**src/way_lock_pkg.sv**
```systemverilog
package way_lock_pkg;

  // Cache control register field positions.
  localparam int unsigned CACHE_ENABLE_BIT        = 31;
  localparam int unsigned RESERVED_TOP_BIT        = 30;
  localparam int unsigned STORE_BUFFER_ENABLE_BIT = 29;
  localparam int unsigned PUSH_KEEPS_VALID_BIT    = 28;
  localparam int unsigned HALF_WAY_LOCK_BIT       = 27;

  // Writable bits of the upper control field; all others read as zero.
  localparam logic [31:0] CONTROL_WRITE_MASK = 32'hB800_0000;
  localparam logic [31:0] CONTROL_RESET      = 32'h0000_0000;

  // Geometry of the cache and its buffers.
  localparam int unsigned NUM_WAYS            = 4;
  localparam int unsigned STORE_DEPTH         = 4;
  localparam int unsigned STORE_ENTRY_BYTES   = 4;
  localparam int unsigned PUSH_LINE_BYTES     = 16;

  // Way numbers used by the allocation policy.
  localparam logic [1:0] WAY_0 = 2'h0;
  localparam logic [1:0] WAY_1 = 2'h1;
  localparam logic [1:0] WAY_2 = 2'h2;
  localparam logic [1:0] WAY_3 = 2'h3;

  // Round-robin counter reset value.
  localparam logic [1:0] ROUND_ROBIN_RESET = 2'h0;

endpackage : way_lock_pkg

```
**src/victim_select.sv**
```systemverilog
`timescale 1ns/1ps
`default_nettype none

// Combinational victim choice and next round-robin value for one allocation.
module victim_select
  import way_lock_pkg::*;
(
  input  wire logic [3:0] way_valid,
  input  wire logic       locked,
  input  wire logic [1:0] round_robin,
  output var  logic [1:0] victim,
  output var  logic [1:0] round_robin_next
);

  // Picks the way to fill and how the counter advances.
  always_comb begin
    victim           = WAY_0;
    round_robin_next = round_robin;
    if (locked) begin
      // Ways 0 and 1 are never candidates here.
      if (!way_valid[WAY_2]) begin
        victim = WAY_2;
      end else if (!way_valid[WAY_3]) begin
        victim = WAY_3;
      end else if (!round_robin[1]) begin
        victim = WAY_2;
      end else begin
        victim           = WAY_3;
        round_robin_next = {round_robin[1], ~round_robin[0]};
      end
    end else begin
      if (!way_valid[WAY_0]) begin
        victim = WAY_0;
      end else if (!way_valid[WAY_1]) begin
        victim = WAY_1;
      end else if (!way_valid[WAY_2]) begin
        victim = WAY_2;
      end else if (!way_valid[WAY_3]) begin
        victim = WAY_3;
      end else begin
        victim           = round_robin;
        round_robin_next = round_robin + 2'h1;
      end
    end
  end

endmodule : victim_select

`default_nettype wire

```
**src/store_path_select.sv**
```systemverilog
`timescale 1ns/1ps
`default_nettype none

// Decides whether a core write is deferred into the store buffer or goes to the bus.
module store_path_select (
  input  wire logic store_buffer_enable,
  input  wire logic imprecise,
  input  wire logic write_through,
  input  wire logic inhibited,
  output var  logic use_store_buffer
);

  // Only imprecise write-through or inhibited writes are deferred.
  always_comb begin
    use_store_buffer = store_buffer_enable && imprecise && (write_through || inhibited);
  end

endmodule : store_path_select

`default_nettype wire

```
**src/cache_way_lock_and_control.sv**
```systemverilog
`timescale 1ns/1ps
`default_nettype none

module cache_way_lock_and_control
  import way_lock_pkg::*;
#(
  parameter int unsigned STORE_ENTRIES = STORE_DEPTH
) (
  input  wire logic        clk,
  input  wire logic        rst,
  // Control register move from the core.
  input  wire logic        ctl_move_write,
  input  wire logic [31:0] ctl_move_data,
  // Debug facility access.
  input  wire logic        debug_write,
  input  wire logic [31:0] debug_wdata,
  output logic      [31:0] debug_rdata,
  // Allocation request: state of the addressed set.
  input  wire logic        alloc_req,
  input  wire logic [3:0]  alloc_valid,
  output logic             alloc_ack,
  output logic      [1:0]  alloc_way,
  // Write hit on a way.
  input  wire logic        write_hit,
  input  wire logic [1:0]  write_hit_way,
  input  wire logic        write_hit_copyback,
  output logic             hit_update,
  output logic      [1:0]  hit_update_way,
  output logic             hit_set_modified,
  // Explicit line push instruction.
  input  wire logic        push_req,
  input  wire logic [1:0]  push_way,
  input  wire logic        push_modified,
  output logic             push_writeback,
  output logic             push_invalidate,
  output logic      [1:0]  push_out_way,
  // Eviction of a modified victim during replacement.
  input  wire logic        victim_modified,
  input  wire logic        fill_done,
  input  wire logic        push_bus_done,
  output logic             push_buffer_valid,
  output logic             push_buffer_write,
  // Core writes and the store buffer.
  input  wire logic        core_write,
  input  wire logic        write_imprecise,
  input  wire logic        write_through,
  input  wire logic        write_inhibited,
  input  wire logic        store_retire,
  output logic             store_enqueue,
  output logic             direct_bus_write,
  output logic             core_stall,
  output logic      [2:0]  store_count,
  // Control bits seen by the rest of the cache.
  output logic             cache_enable,
  output logic             store_buffer_enable,
  output logic             push_keeps_line_valid,
  output logic             half_way_lock
);

  ////////////////////////////////////////////////////////////////////////////
  // Control register.

  logic [31:0] cache_control_reg;   // Upper control bits.
  logic [1:0]  round_robin_reg;     // Victim counter.
  logic [1:0]  victim;              // Chosen way.
  logic [1:0]  round_robin_next;    // Advanced counter.
  logic        use_store_buffer;    // Write is deferrable.
  logic        store_full;          // No room in store buffer.
  logic [2:0]  store_count_reg;     // Entries held.
  logic        pending_evict_reg;   // Modified victim awaiting fill.
  logic        alloc_taken;         // Allocation accepted this cycle.
  logic        hit_taken;           // Write hit accepted this cycle.
  logic        evict_start;         // Modified victim enters the push buffer.
  logic        enqueue_ok;          // Core write goes into the store buffer.
  logic        push_done;           // Line write of the push buffer finished.

  // A request counts only while the cache is switched on.
  // A disabled cache keeps its contents but answers no allocation or write hit.
  function automatic logic enabled_req(input logic req, input logic enable);
    return req && enable;
  endfunction : enabled_req

  // Qualified requests shared by several processes below.
  // Working them out once keeps the processes from drifting apart.
  always_comb begin
    alloc_taken = enabled_req(alloc_req, cache_enable);
    hit_taken   = enabled_req(write_hit, cache_enable);
    evict_start = alloc_taken && victim_modified && !push_buffer_valid;
    enqueue_ok  = core_write && use_store_buffer && !store_full;
    push_done   = push_buffer_write && push_bus_done;
  end

  // Bit 30 is masked so a stray write cannot set it.
  always_ff @(posedge clk) begin
    if (rst) begin
      cache_control_reg <= CONTROL_RESET;
    end else if (debug_write) begin
      cache_control_reg <= debug_wdata & CONTROL_WRITE_MASK;
    end else if (ctl_move_write) begin
      cache_control_reg <= ctl_move_data & CONTROL_WRITE_MASK;
    end
  end

  // Control bits and read-back come straight from flip-flops.
  always_comb begin
    debug_rdata           = cache_control_reg;
    cache_enable          = cache_control_reg[CACHE_ENABLE_BIT];
    store_buffer_enable   = cache_control_reg[STORE_BUFFER_ENABLE_BIT];
    push_keeps_line_valid = cache_control_reg[PUSH_KEEPS_VALID_BIT];
    half_way_lock         = cache_control_reg[HALF_WAY_LOCK_BIT];
    store_count           = store_count_reg;
  end

  ////////////////////////////////////////////////////////////////////////////
  // Allocation.

  victim_select u_victim (
    .way_valid        (alloc_valid),
    .locked           (half_way_lock),
    .round_robin      (round_robin_reg),
    .victim           (victim),
    .round_robin_next (round_robin_next)
  );

  // Answers an accepted request one cycle later.
  // The lock is sampled at each request, so it may change at any time.
  always_ff @(posedge clk) begin
    if (rst) begin
      alloc_ack <= 1'b0;
    end else begin
      alloc_ack <= alloc_taken;
    end
  end

  // Holds the way chosen for the last accepted request.
  // Under the lock the choice never falls on way 0 or way 1.
  always_ff @(posedge clk) begin
    if (rst) begin
      alloc_way <= WAY_0;
    end else if (alloc_taken) begin
      alloc_way <= victim;
    end
  end

  // Advances the victim counter only on an accepted allocation.
  // A refused request leaves the counter frozen.
  always_ff @(posedge clk) begin
    if (rst) begin
      round_robin_reg <= ROUND_ROBIN_RESET;
    end else if (alloc_taken) begin
      round_robin_reg <= round_robin_next;
    end
  end

  ////////////////////////////////////////////////////////////////////////////
  // Write hits and explicit pushes.

  // Any way, locked or not, is updated on a hit.
  always_ff @(posedge clk) begin
    if (rst) begin
      hit_update <= 1'b0;
    end else begin
      hit_update <= hit_taken;
    end
  end

  // Passes the hit way on with the update strobe.
  always_ff @(posedge clk) begin
    if (rst) begin
      hit_update_way <= WAY_0;
    end else begin
      hit_update_way <= write_hit_way;
    end
  end

  // Copyback hits mark the line modified, locked ways included.
  always_ff @(posedge clk) begin
    if (rst) begin
      hit_set_modified <= 1'b0;
    end else begin
      hit_set_modified <= hit_taken && write_hit_copyback;
    end
  end

  // Explicit push works on any way, including locked ones.
  // Only a modified line is written back.
  always_ff @(posedge clk) begin
    if (rst) begin
      push_writeback <= 1'b0;
    end else begin
      push_writeback <= push_req && push_modified;
    end
  end

  // The line is dropped after a push unless the keep bit is set.
  always_ff @(posedge clk) begin
    if (rst) begin
      push_invalidate <= 1'b0;
    end else begin
      push_invalidate <= push_req && !push_keeps_line_valid;
    end
  end

  // Passes the pushed way on with the answer.
  always_ff @(posedge clk) begin
    if (rst) begin
      push_out_way <= WAY_0;
    end else begin
      push_out_way <= push_way;
    end
  end

  ////////////////////////////////////////////////////////////////////////////
  // Push buffer for a displaced modified line.

  // The line waits until the fill completes, then is written out once.
  // A second modified victim is ignored while the buffer is busy.
  always_ff @(posedge clk) begin
    if (rst) begin
      pending_evict_reg <= 1'b0;
    end else if (evict_start) begin
      pending_evict_reg <= 1'b1;
    end else if (pending_evict_reg && fill_done) begin
      pending_evict_reg <= 1'b0;
    end
  end

  // The buffer holds the line from eviction until its write ends.
  always_ff @(posedge clk) begin
    if (rst) begin
      push_buffer_valid <= 1'b0;
    end else if (evict_start) begin
      push_buffer_valid <= 1'b1;
    end else if (push_done) begin
      push_buffer_valid <= 1'b0;
    end
  end

  // The line write is asked for only once the fill has ended.
  // This keeps the fetch of the new line ahead of the write-back.
  always_ff @(posedge clk) begin
    if (rst) begin
      push_buffer_write <= 1'b0;
    end else if (pending_evict_reg && fill_done) begin
      push_buffer_write <= 1'b1;
    end else if (push_done) begin
      push_buffer_write <= 1'b0;
    end
  end

  ////////////////////////////////////////////////////////////////////////////
  // Store buffer occupancy.

  store_path_select u_store_path (
    .store_buffer_enable (store_buffer_enable),
    .imprecise           (write_imprecise),
    .write_through       (write_through),
    .inhibited           (write_inhibited),
    .use_store_buffer    (use_store_buffer)
  );

  assign store_full = (store_count_reg == 3'(STORE_ENTRIES));

  // Counts entries of at most one word each; retire frees a slot.
  // An entry in and an entry out in one cycle leave the count alone.
  always_ff @(posedge clk) begin
    if (rst) begin
      store_count_reg <= 3'h0;
    end else begin
      case ({enqueue_ok, store_retire && (store_count_reg != 3'h0)})
        // One more entry waits for the bus.
        2'b10:   store_count_reg <= store_count_reg + 3'h1;
        // The bus has taken the oldest entry.
        2'b01:   store_count_reg <= store_count_reg - 3'h1;
        default: store_count_reg <= store_count_reg;
      endcase
    end
  end

  // Flags a write that was placed in the store buffer.
  always_ff @(posedge clk) begin
    if (rst) begin
      store_enqueue <= 1'b0;
    end else begin
      store_enqueue <= enqueue_ok;
    end
  end

  // Flags a write that goes straight to the bus.
  // Precise inhibited writes always land here.
  always_ff @(posedge clk) begin
    if (rst) begin
      direct_bus_write <= 1'b0;
    end else begin
      direct_bus_write <= core_write && !use_store_buffer;
    end
  end

  // Stalls the core while a deferrable write finds the buffer full.
  always_ff @(posedge clk) begin
    if (rst) begin
      core_stall <= 1'b0;
    end else begin
      core_stall <= core_write && use_store_buffer && store_full;
    end
  end

endmodule : cache_way_lock_and_control

`default_nettype wire

```
**config.mk**
```make
export PLATFORM = sky130hd
export DESIGN_NAME = cache_way_lock_and_control
export DESIGN_NICKNAME = d
export VERILOG_FILES = /design/src/way_lock_pkg.sv /design/src/victim_select.sv /design/src/store_path_select.sv /design/src/cache_way_lock_and_control.sv
export SDC_FILE = /design/constraint.sdc
export NUM_CORES = 1
export LEC_CHECK = 0
export BUFFER_PORTS_ARGS = -buffer_cell sky130_fd_sc_hd__buf_4
export CORE_ASPECT_RATIO = 1.25
export CORE_MARGIN = 3
export CORE_UTILIZATION = 30
export CTS_BUF_LIST = sky130_fd_sc_hd__clkbuf_4 sky130_fd_sc_hd__clkbuf_8
export CTS_CLUSTER_SIZE = 12
export DETAILED_ROUTE_END_ITERATION = 7
export PLACE_DENSITY = 0.72
export SYNTH_ARGS = -nofsm -noshare
export SYNTH_HDL_FRONTEND = slang
export SYNTH_SLANG_ARGS = --single-unit
```
**constraint.sdc**
```tcl
create_clock -name clk -period 2.48 [get_ports clk]
set_input_delay 0.248 -clock clk [delete_from_list [all_inputs] [get_ports clk]]
set_output_delay 0.248 -clock clk [all_outputs]
set_load 0.03 [all_outputs]
```
Yosys cells after proc, flatten, opt, wreduce, memory -nomap -nowiden
Index checks and enable logic that the tools add are counted.
{ "op_classes": {"addsub": 3, "n_mul": 0, "div": 0, "n_lt_le_gt_ge": 0, "n_eq_ne": 4, "n_shift": 0, "muxes": 24, "n_bitwise": 1, "n_reduce_logical": 31} }
{ "op_table": {"columns": ["operator", "n"], "rows": [
  ["32-bit 2-to-1 mux", 2],
  ["2-bit 2-to-1 mux", 15],
  ["1-bit logical AND", 16],
  ["2-bit nonzero test", 7],
  ["1-bit 2-to-1 mux", 6],
  ["3-bit one-hot mux with 2 select lines", 1],
  ["6-bit AND reduction", 1],
  ["5-bit AND reduction", 1],
  ["1-bit logical NOT", 4],
  ["3-bit by 1-bit adder with 3-bit output, second input constant", 1],
  ["3-bit equality test, second input constant", 1],
  ["3-bit nonzero test", 1],
  ["3-bit by 1-bit subtractor with 3-bit output, second input constant", 1],
  ["2-bit by 1-bit adder with 2-bit output, second input constant", 1],
  ["2-bit by 1-bit equality test with 1-bit output, second input constant", 1],
  ["2-bit equality test, second input constant", 1],
  ["2-bit by 1-bit inequality test with 1-bit output, second input constant", 1],
  ["1-bit logical OR", 1],
  ["1-bit inverter", 1]
]} }
{ "totals": {"ff_bits": 26, "latch_bits": 0, "mem_bits_rw": 0, "mem_bits_ro": 0, "in_bits": 89, "out_inout_bits": 55, "n_memories": 0} }

Longest topological paths before layout
{ "logic_depth": {"ltp_word": 6, "depth_mapped": 8, "mapped_depth_nobuf": 8} }

Modules after synthesis
Synthesis repeated with hierarchy kept, for this count alone.
{ "unflattened": {"cells_unflattened": 142, "hier_area_um2": 1321.3} }
{ "by_module_without_submodules": {"columns": ["mod", "instances", "cells_per_inst", "area_per_inst_um2"], "rows": [
  ["cache_way_lock_and_control", 1, 122, 1179.9],
  ["victim_select", 1, 19, 131.4],
  ["store_path_select", 1, 1, 10.0]
]} }

Least setup slack after synthesis
Ideal clock, no wire load.
{ "synth_path": {"kind": "reg-to-reg", "start": "register store_count_reg[2] (netlist: store_count[2])", "end": "register store_count_reg[2] (netlist: store_count[2])", "setup_ps": 71, "t_arrival_ps": 2174, "required_ps": 2409, "setup_slack_ps": 235, "path_stages_with_launch": 9, "path_buffers": 0, "synth_period_minus_slack_ps": 2245, "path_cell_list": "dfxtp_1 -> or3b_1 -> nand3_1 -> ha_1 -> inv_1 -> fa_1 -> xor2_1 -> or3_1 -> a21oi_1"} }
{ "synth_between": {"elab_chain_len": 5, "elab_cells_between_ends": 11, "cone_classes": "add/sub (2); eq/ne (3); mux (1); reduce/logical (5)"} }
{ "synth_rtl": {"columns": ["element", "line", "rtl"], "rows": [
  ["start, declared", "cache_way_lock_and_control.sv:69", "logic [2:0] store_count_reg;"],
  ["start signal, assigned", "cache_way_lock_and_control.sv:272", "2'b10: store_count_reg <= store_count_reg + 3'h1;"],
  ["start signal, assigned", "cache_way_lock_and_control.sv:274", "2'b01: store_count_reg <= store_count_reg - 3'h1;"],
  ["start signal, assigned", "cache_way_lock_and_control.sv:275", "default: store_count_reg <= store_count_reg;"],
  ["3-bit equality test", "cache_way_lock_and_control.sv:262", "assign store_full = (store_count_reg == 3'(STORE_ENTRIES));"],
  ["1-bit logical NOT", "cache_way_lock_and_control.sv:89", "enqueue_ok = core_write && use_store_buffer && !store_full;"],
  ["1-bit logical AND", "cache_way_lock_and_control.sv:89", null],
  ["2-bit by 1-bit equality test with 1-bit output or 2-bit equality test (tied branches)", "cache_way_lock_and_control.sv:270", "case ({enqueue_ok, store_retire && (store_count_reg != 3'h0)})"],
  ["3-bit one-hot mux with 2 select lines or 2-bit nonzero test (tied branches)", null, null]
]} }
Several ways; a longest one is shown, not always the timed one.
A chain may end at the register's enable or synchronous reset.

Worst setup path after layout
{ "layout_path": {"start": "register store_count_reg[0] (netlist: store_count[0])", "end": "register store_count_reg[2] (netlist: store_count[2])"} }
Same word-level chain as after synthesis.

==> metrics <==
Worst setup EP type flop; Lkg Pwr 0.000810 µW; Total Routed Length ~2500 µm; DRT Pass-1 Iters 4; Final period util 0.882; max-cap viol count 0; xor and xnor fraction of the mapped netlist area 0.0133; area growth from synthesis to layout 32.5%; setup TNS 0 ns; largest family of logic cells by synthesized area buffers and inverters; routed wire length per instance roughly 10 µm; first-pass GRT wire length 3960 µm; Final Setup Violations 0; gr ovfl total 0; DP Wirelength 2090 µm; sequential fraction of the synthesis area 0.395; critical path launch point type flop; Max VDD drop 0.000194 V; Antenna diodes 0; die height between 80 and 90 µm; commonest non-fill, non-tap cell in the layout buf_4; asr flop ratio synth 0; Synth Register Bits 26; Post-synth EDFFs 0; highest net fanout along the worst path 5; Sink Count 26; Arr. time, crit path around 2.4 ns; later-pin clock latency in the skew report about 0.26 ns; max-slew violations 0; CTS tree yes; fmax 457 MHz; Placed Instance Area 0.00167 mm²; distinct cell type count after synthesis 36; die width between 60 and 70 µm; gr usage total 0.0966; Final #Nets 289; port bufs 59; Top FF cell, synth dfxtp_1; post-synthesis adder-cell area fraction 0.0342; number of global-route vias before repair 921; Synth Cell Area between 0.001 and 0.0015 mm²; setup slack at placement 0.291 ns; overall power 1020 µW; # DRC 0; DR iter-0 viols 32; H-tree lvl count 1; PD cells 587 mW/mm²; Gate Count Post-Synth approximately 140; # IOs 144; post-CTS sizing 0; Placer Congestion 0.780; compound-cell area share of the yosys netlist 0.0960; Root Driver clkbuf_8; most frequent cells in the layout 59 x buf_4, 28 x conb_1, 26 x dfxtp_1, 12 x nor2_1; DR vias about 1.1k; clk_skew 0.00596 ns; Starting Density 0.316; flip-flop count of the largest register after layout 4; critical path type flop to flop; layout cells sized above 1 0.332; hold_buf cts 0; final worst slack a little under 0.3 ns; syn_area_per_cell between 9 and 10 µm²; post-CTS setup buffer count 0; YS warnings 0; status completed; initial antenna violation count 0; Core Util, Final 0.419; CTS max path bufs 2; Die ar. 0.00522 mm²; Worst Hold Class primary input to flop; Reg clk slew, reported paths 0.09 ns; post-synthesis mux area share 0.0646; design area 0.00174 mm²; area of the core 0.00416 mm²; Final Hold Viols 0; Post-Synth Simple-Gate Area 0.183; row count 26; via density per instance ~4.2; CTS Buf Count 3; RSZ-0062 raised after global routing no; largest net degree at the start of global routing 24; Final ANT Viol Nets 0; Worst EP required 2.68 ns; final worst path period need 2.19 ns
-- per-layer routing --
layer  track usage  part of all wire  up-vias  routed length (µm)
met4        0.0373            0.0055        0                  14
li1              -                 -      519                   -
met3        0.0266              0.13        2                 338
met2         0.173              0.47       62                1180
met1         0.106              0.39      469                 994
met5             0                 0        -                   0
-- per-stage QoR --
step                hold slack (ns)  cells
finish                        0.179    252
global route                  0.176    252
CTS                           0.170    252
detailed placement            0.458    248
global placement              0.446    248
floorplan                     0.327    169
-- report_power, final --
part           leakage [µW]  internal, µW  switching (µW)
registers          0.000213           435            15.3
logic              0.000562          85.9             147
clock network     0.0000357           216             125
total              0.000810           737             287
-- area by class of cell --
class / instances / area, µm²
clock buffers: 3 / 41.3
clock inverters: 1 / 30.0
fillers: 441 / 2420
inverters: 5 / 18.8
multi-input cells: 102 / 621
flip-flops and latches: 26 / 520
well taps: 56 / 70.1
repair buffers: 59 / 443
-- kinds of logic after synthesis --
family,Yosys count
other,1
adder cells (fa/ha/maj),3
XOR/XNOR,2
AND/OR/NAND/NOR,43
buffers and inverters,41
multiplexers,8
flip-flops,26
AO/OA/AOI/OAI,18
-- critical path: stages, from the launching register on --
cell	delay (ns)
dfxtp_1	0.36
or3b_1	0.43
nand3_1	0.11
ha_1	0.19
inv_1	0.06
fa_1	0.37
xor2_1	0.16
or3_1	0.31
a21oi_1	0.13
-- cell usage after synthesis, types with 2 or more instances --
library cell	instances	share of area
nor3b_1	2	0.011
dfxtp_1	26	0.40
nand2b_1	4	0.019
nor2_1	12	0.034
ha_1	2	0.019
and2_1	2	0.0095
a21oi_1	6	0.023
nor2b_1	6	0.029
mux2_1	4	0.034
or3_1	3	0.014
nand2_1	5	0.014
mux2i_1	4	0.030
inv_1	5	0.014
o21ai_0	2	0.0076
buf_2	2	0.0076
nand3b_1	3	0.017
a31oi_1	2	0.0095
buf_4	32	0.18
xor2_1	2	0.013
nand3_1	2	0.0076
-- path summary, 6_finish.rpt --
path                            end  cells after the start                from  slack, ns
setup / recovery     store_count[2]                      8      store_count[0]       0.29
hold / removal     hit_set_modified                      2  write_hit_copyback       0.18
setup reg to reg     store_count[2]                      8      store_count[0]       0.29
hold reg to reg   push_buffer_write                      2   pending_evict_reg       0.46
Note: power is estimated with default switching activity, not from simulation.
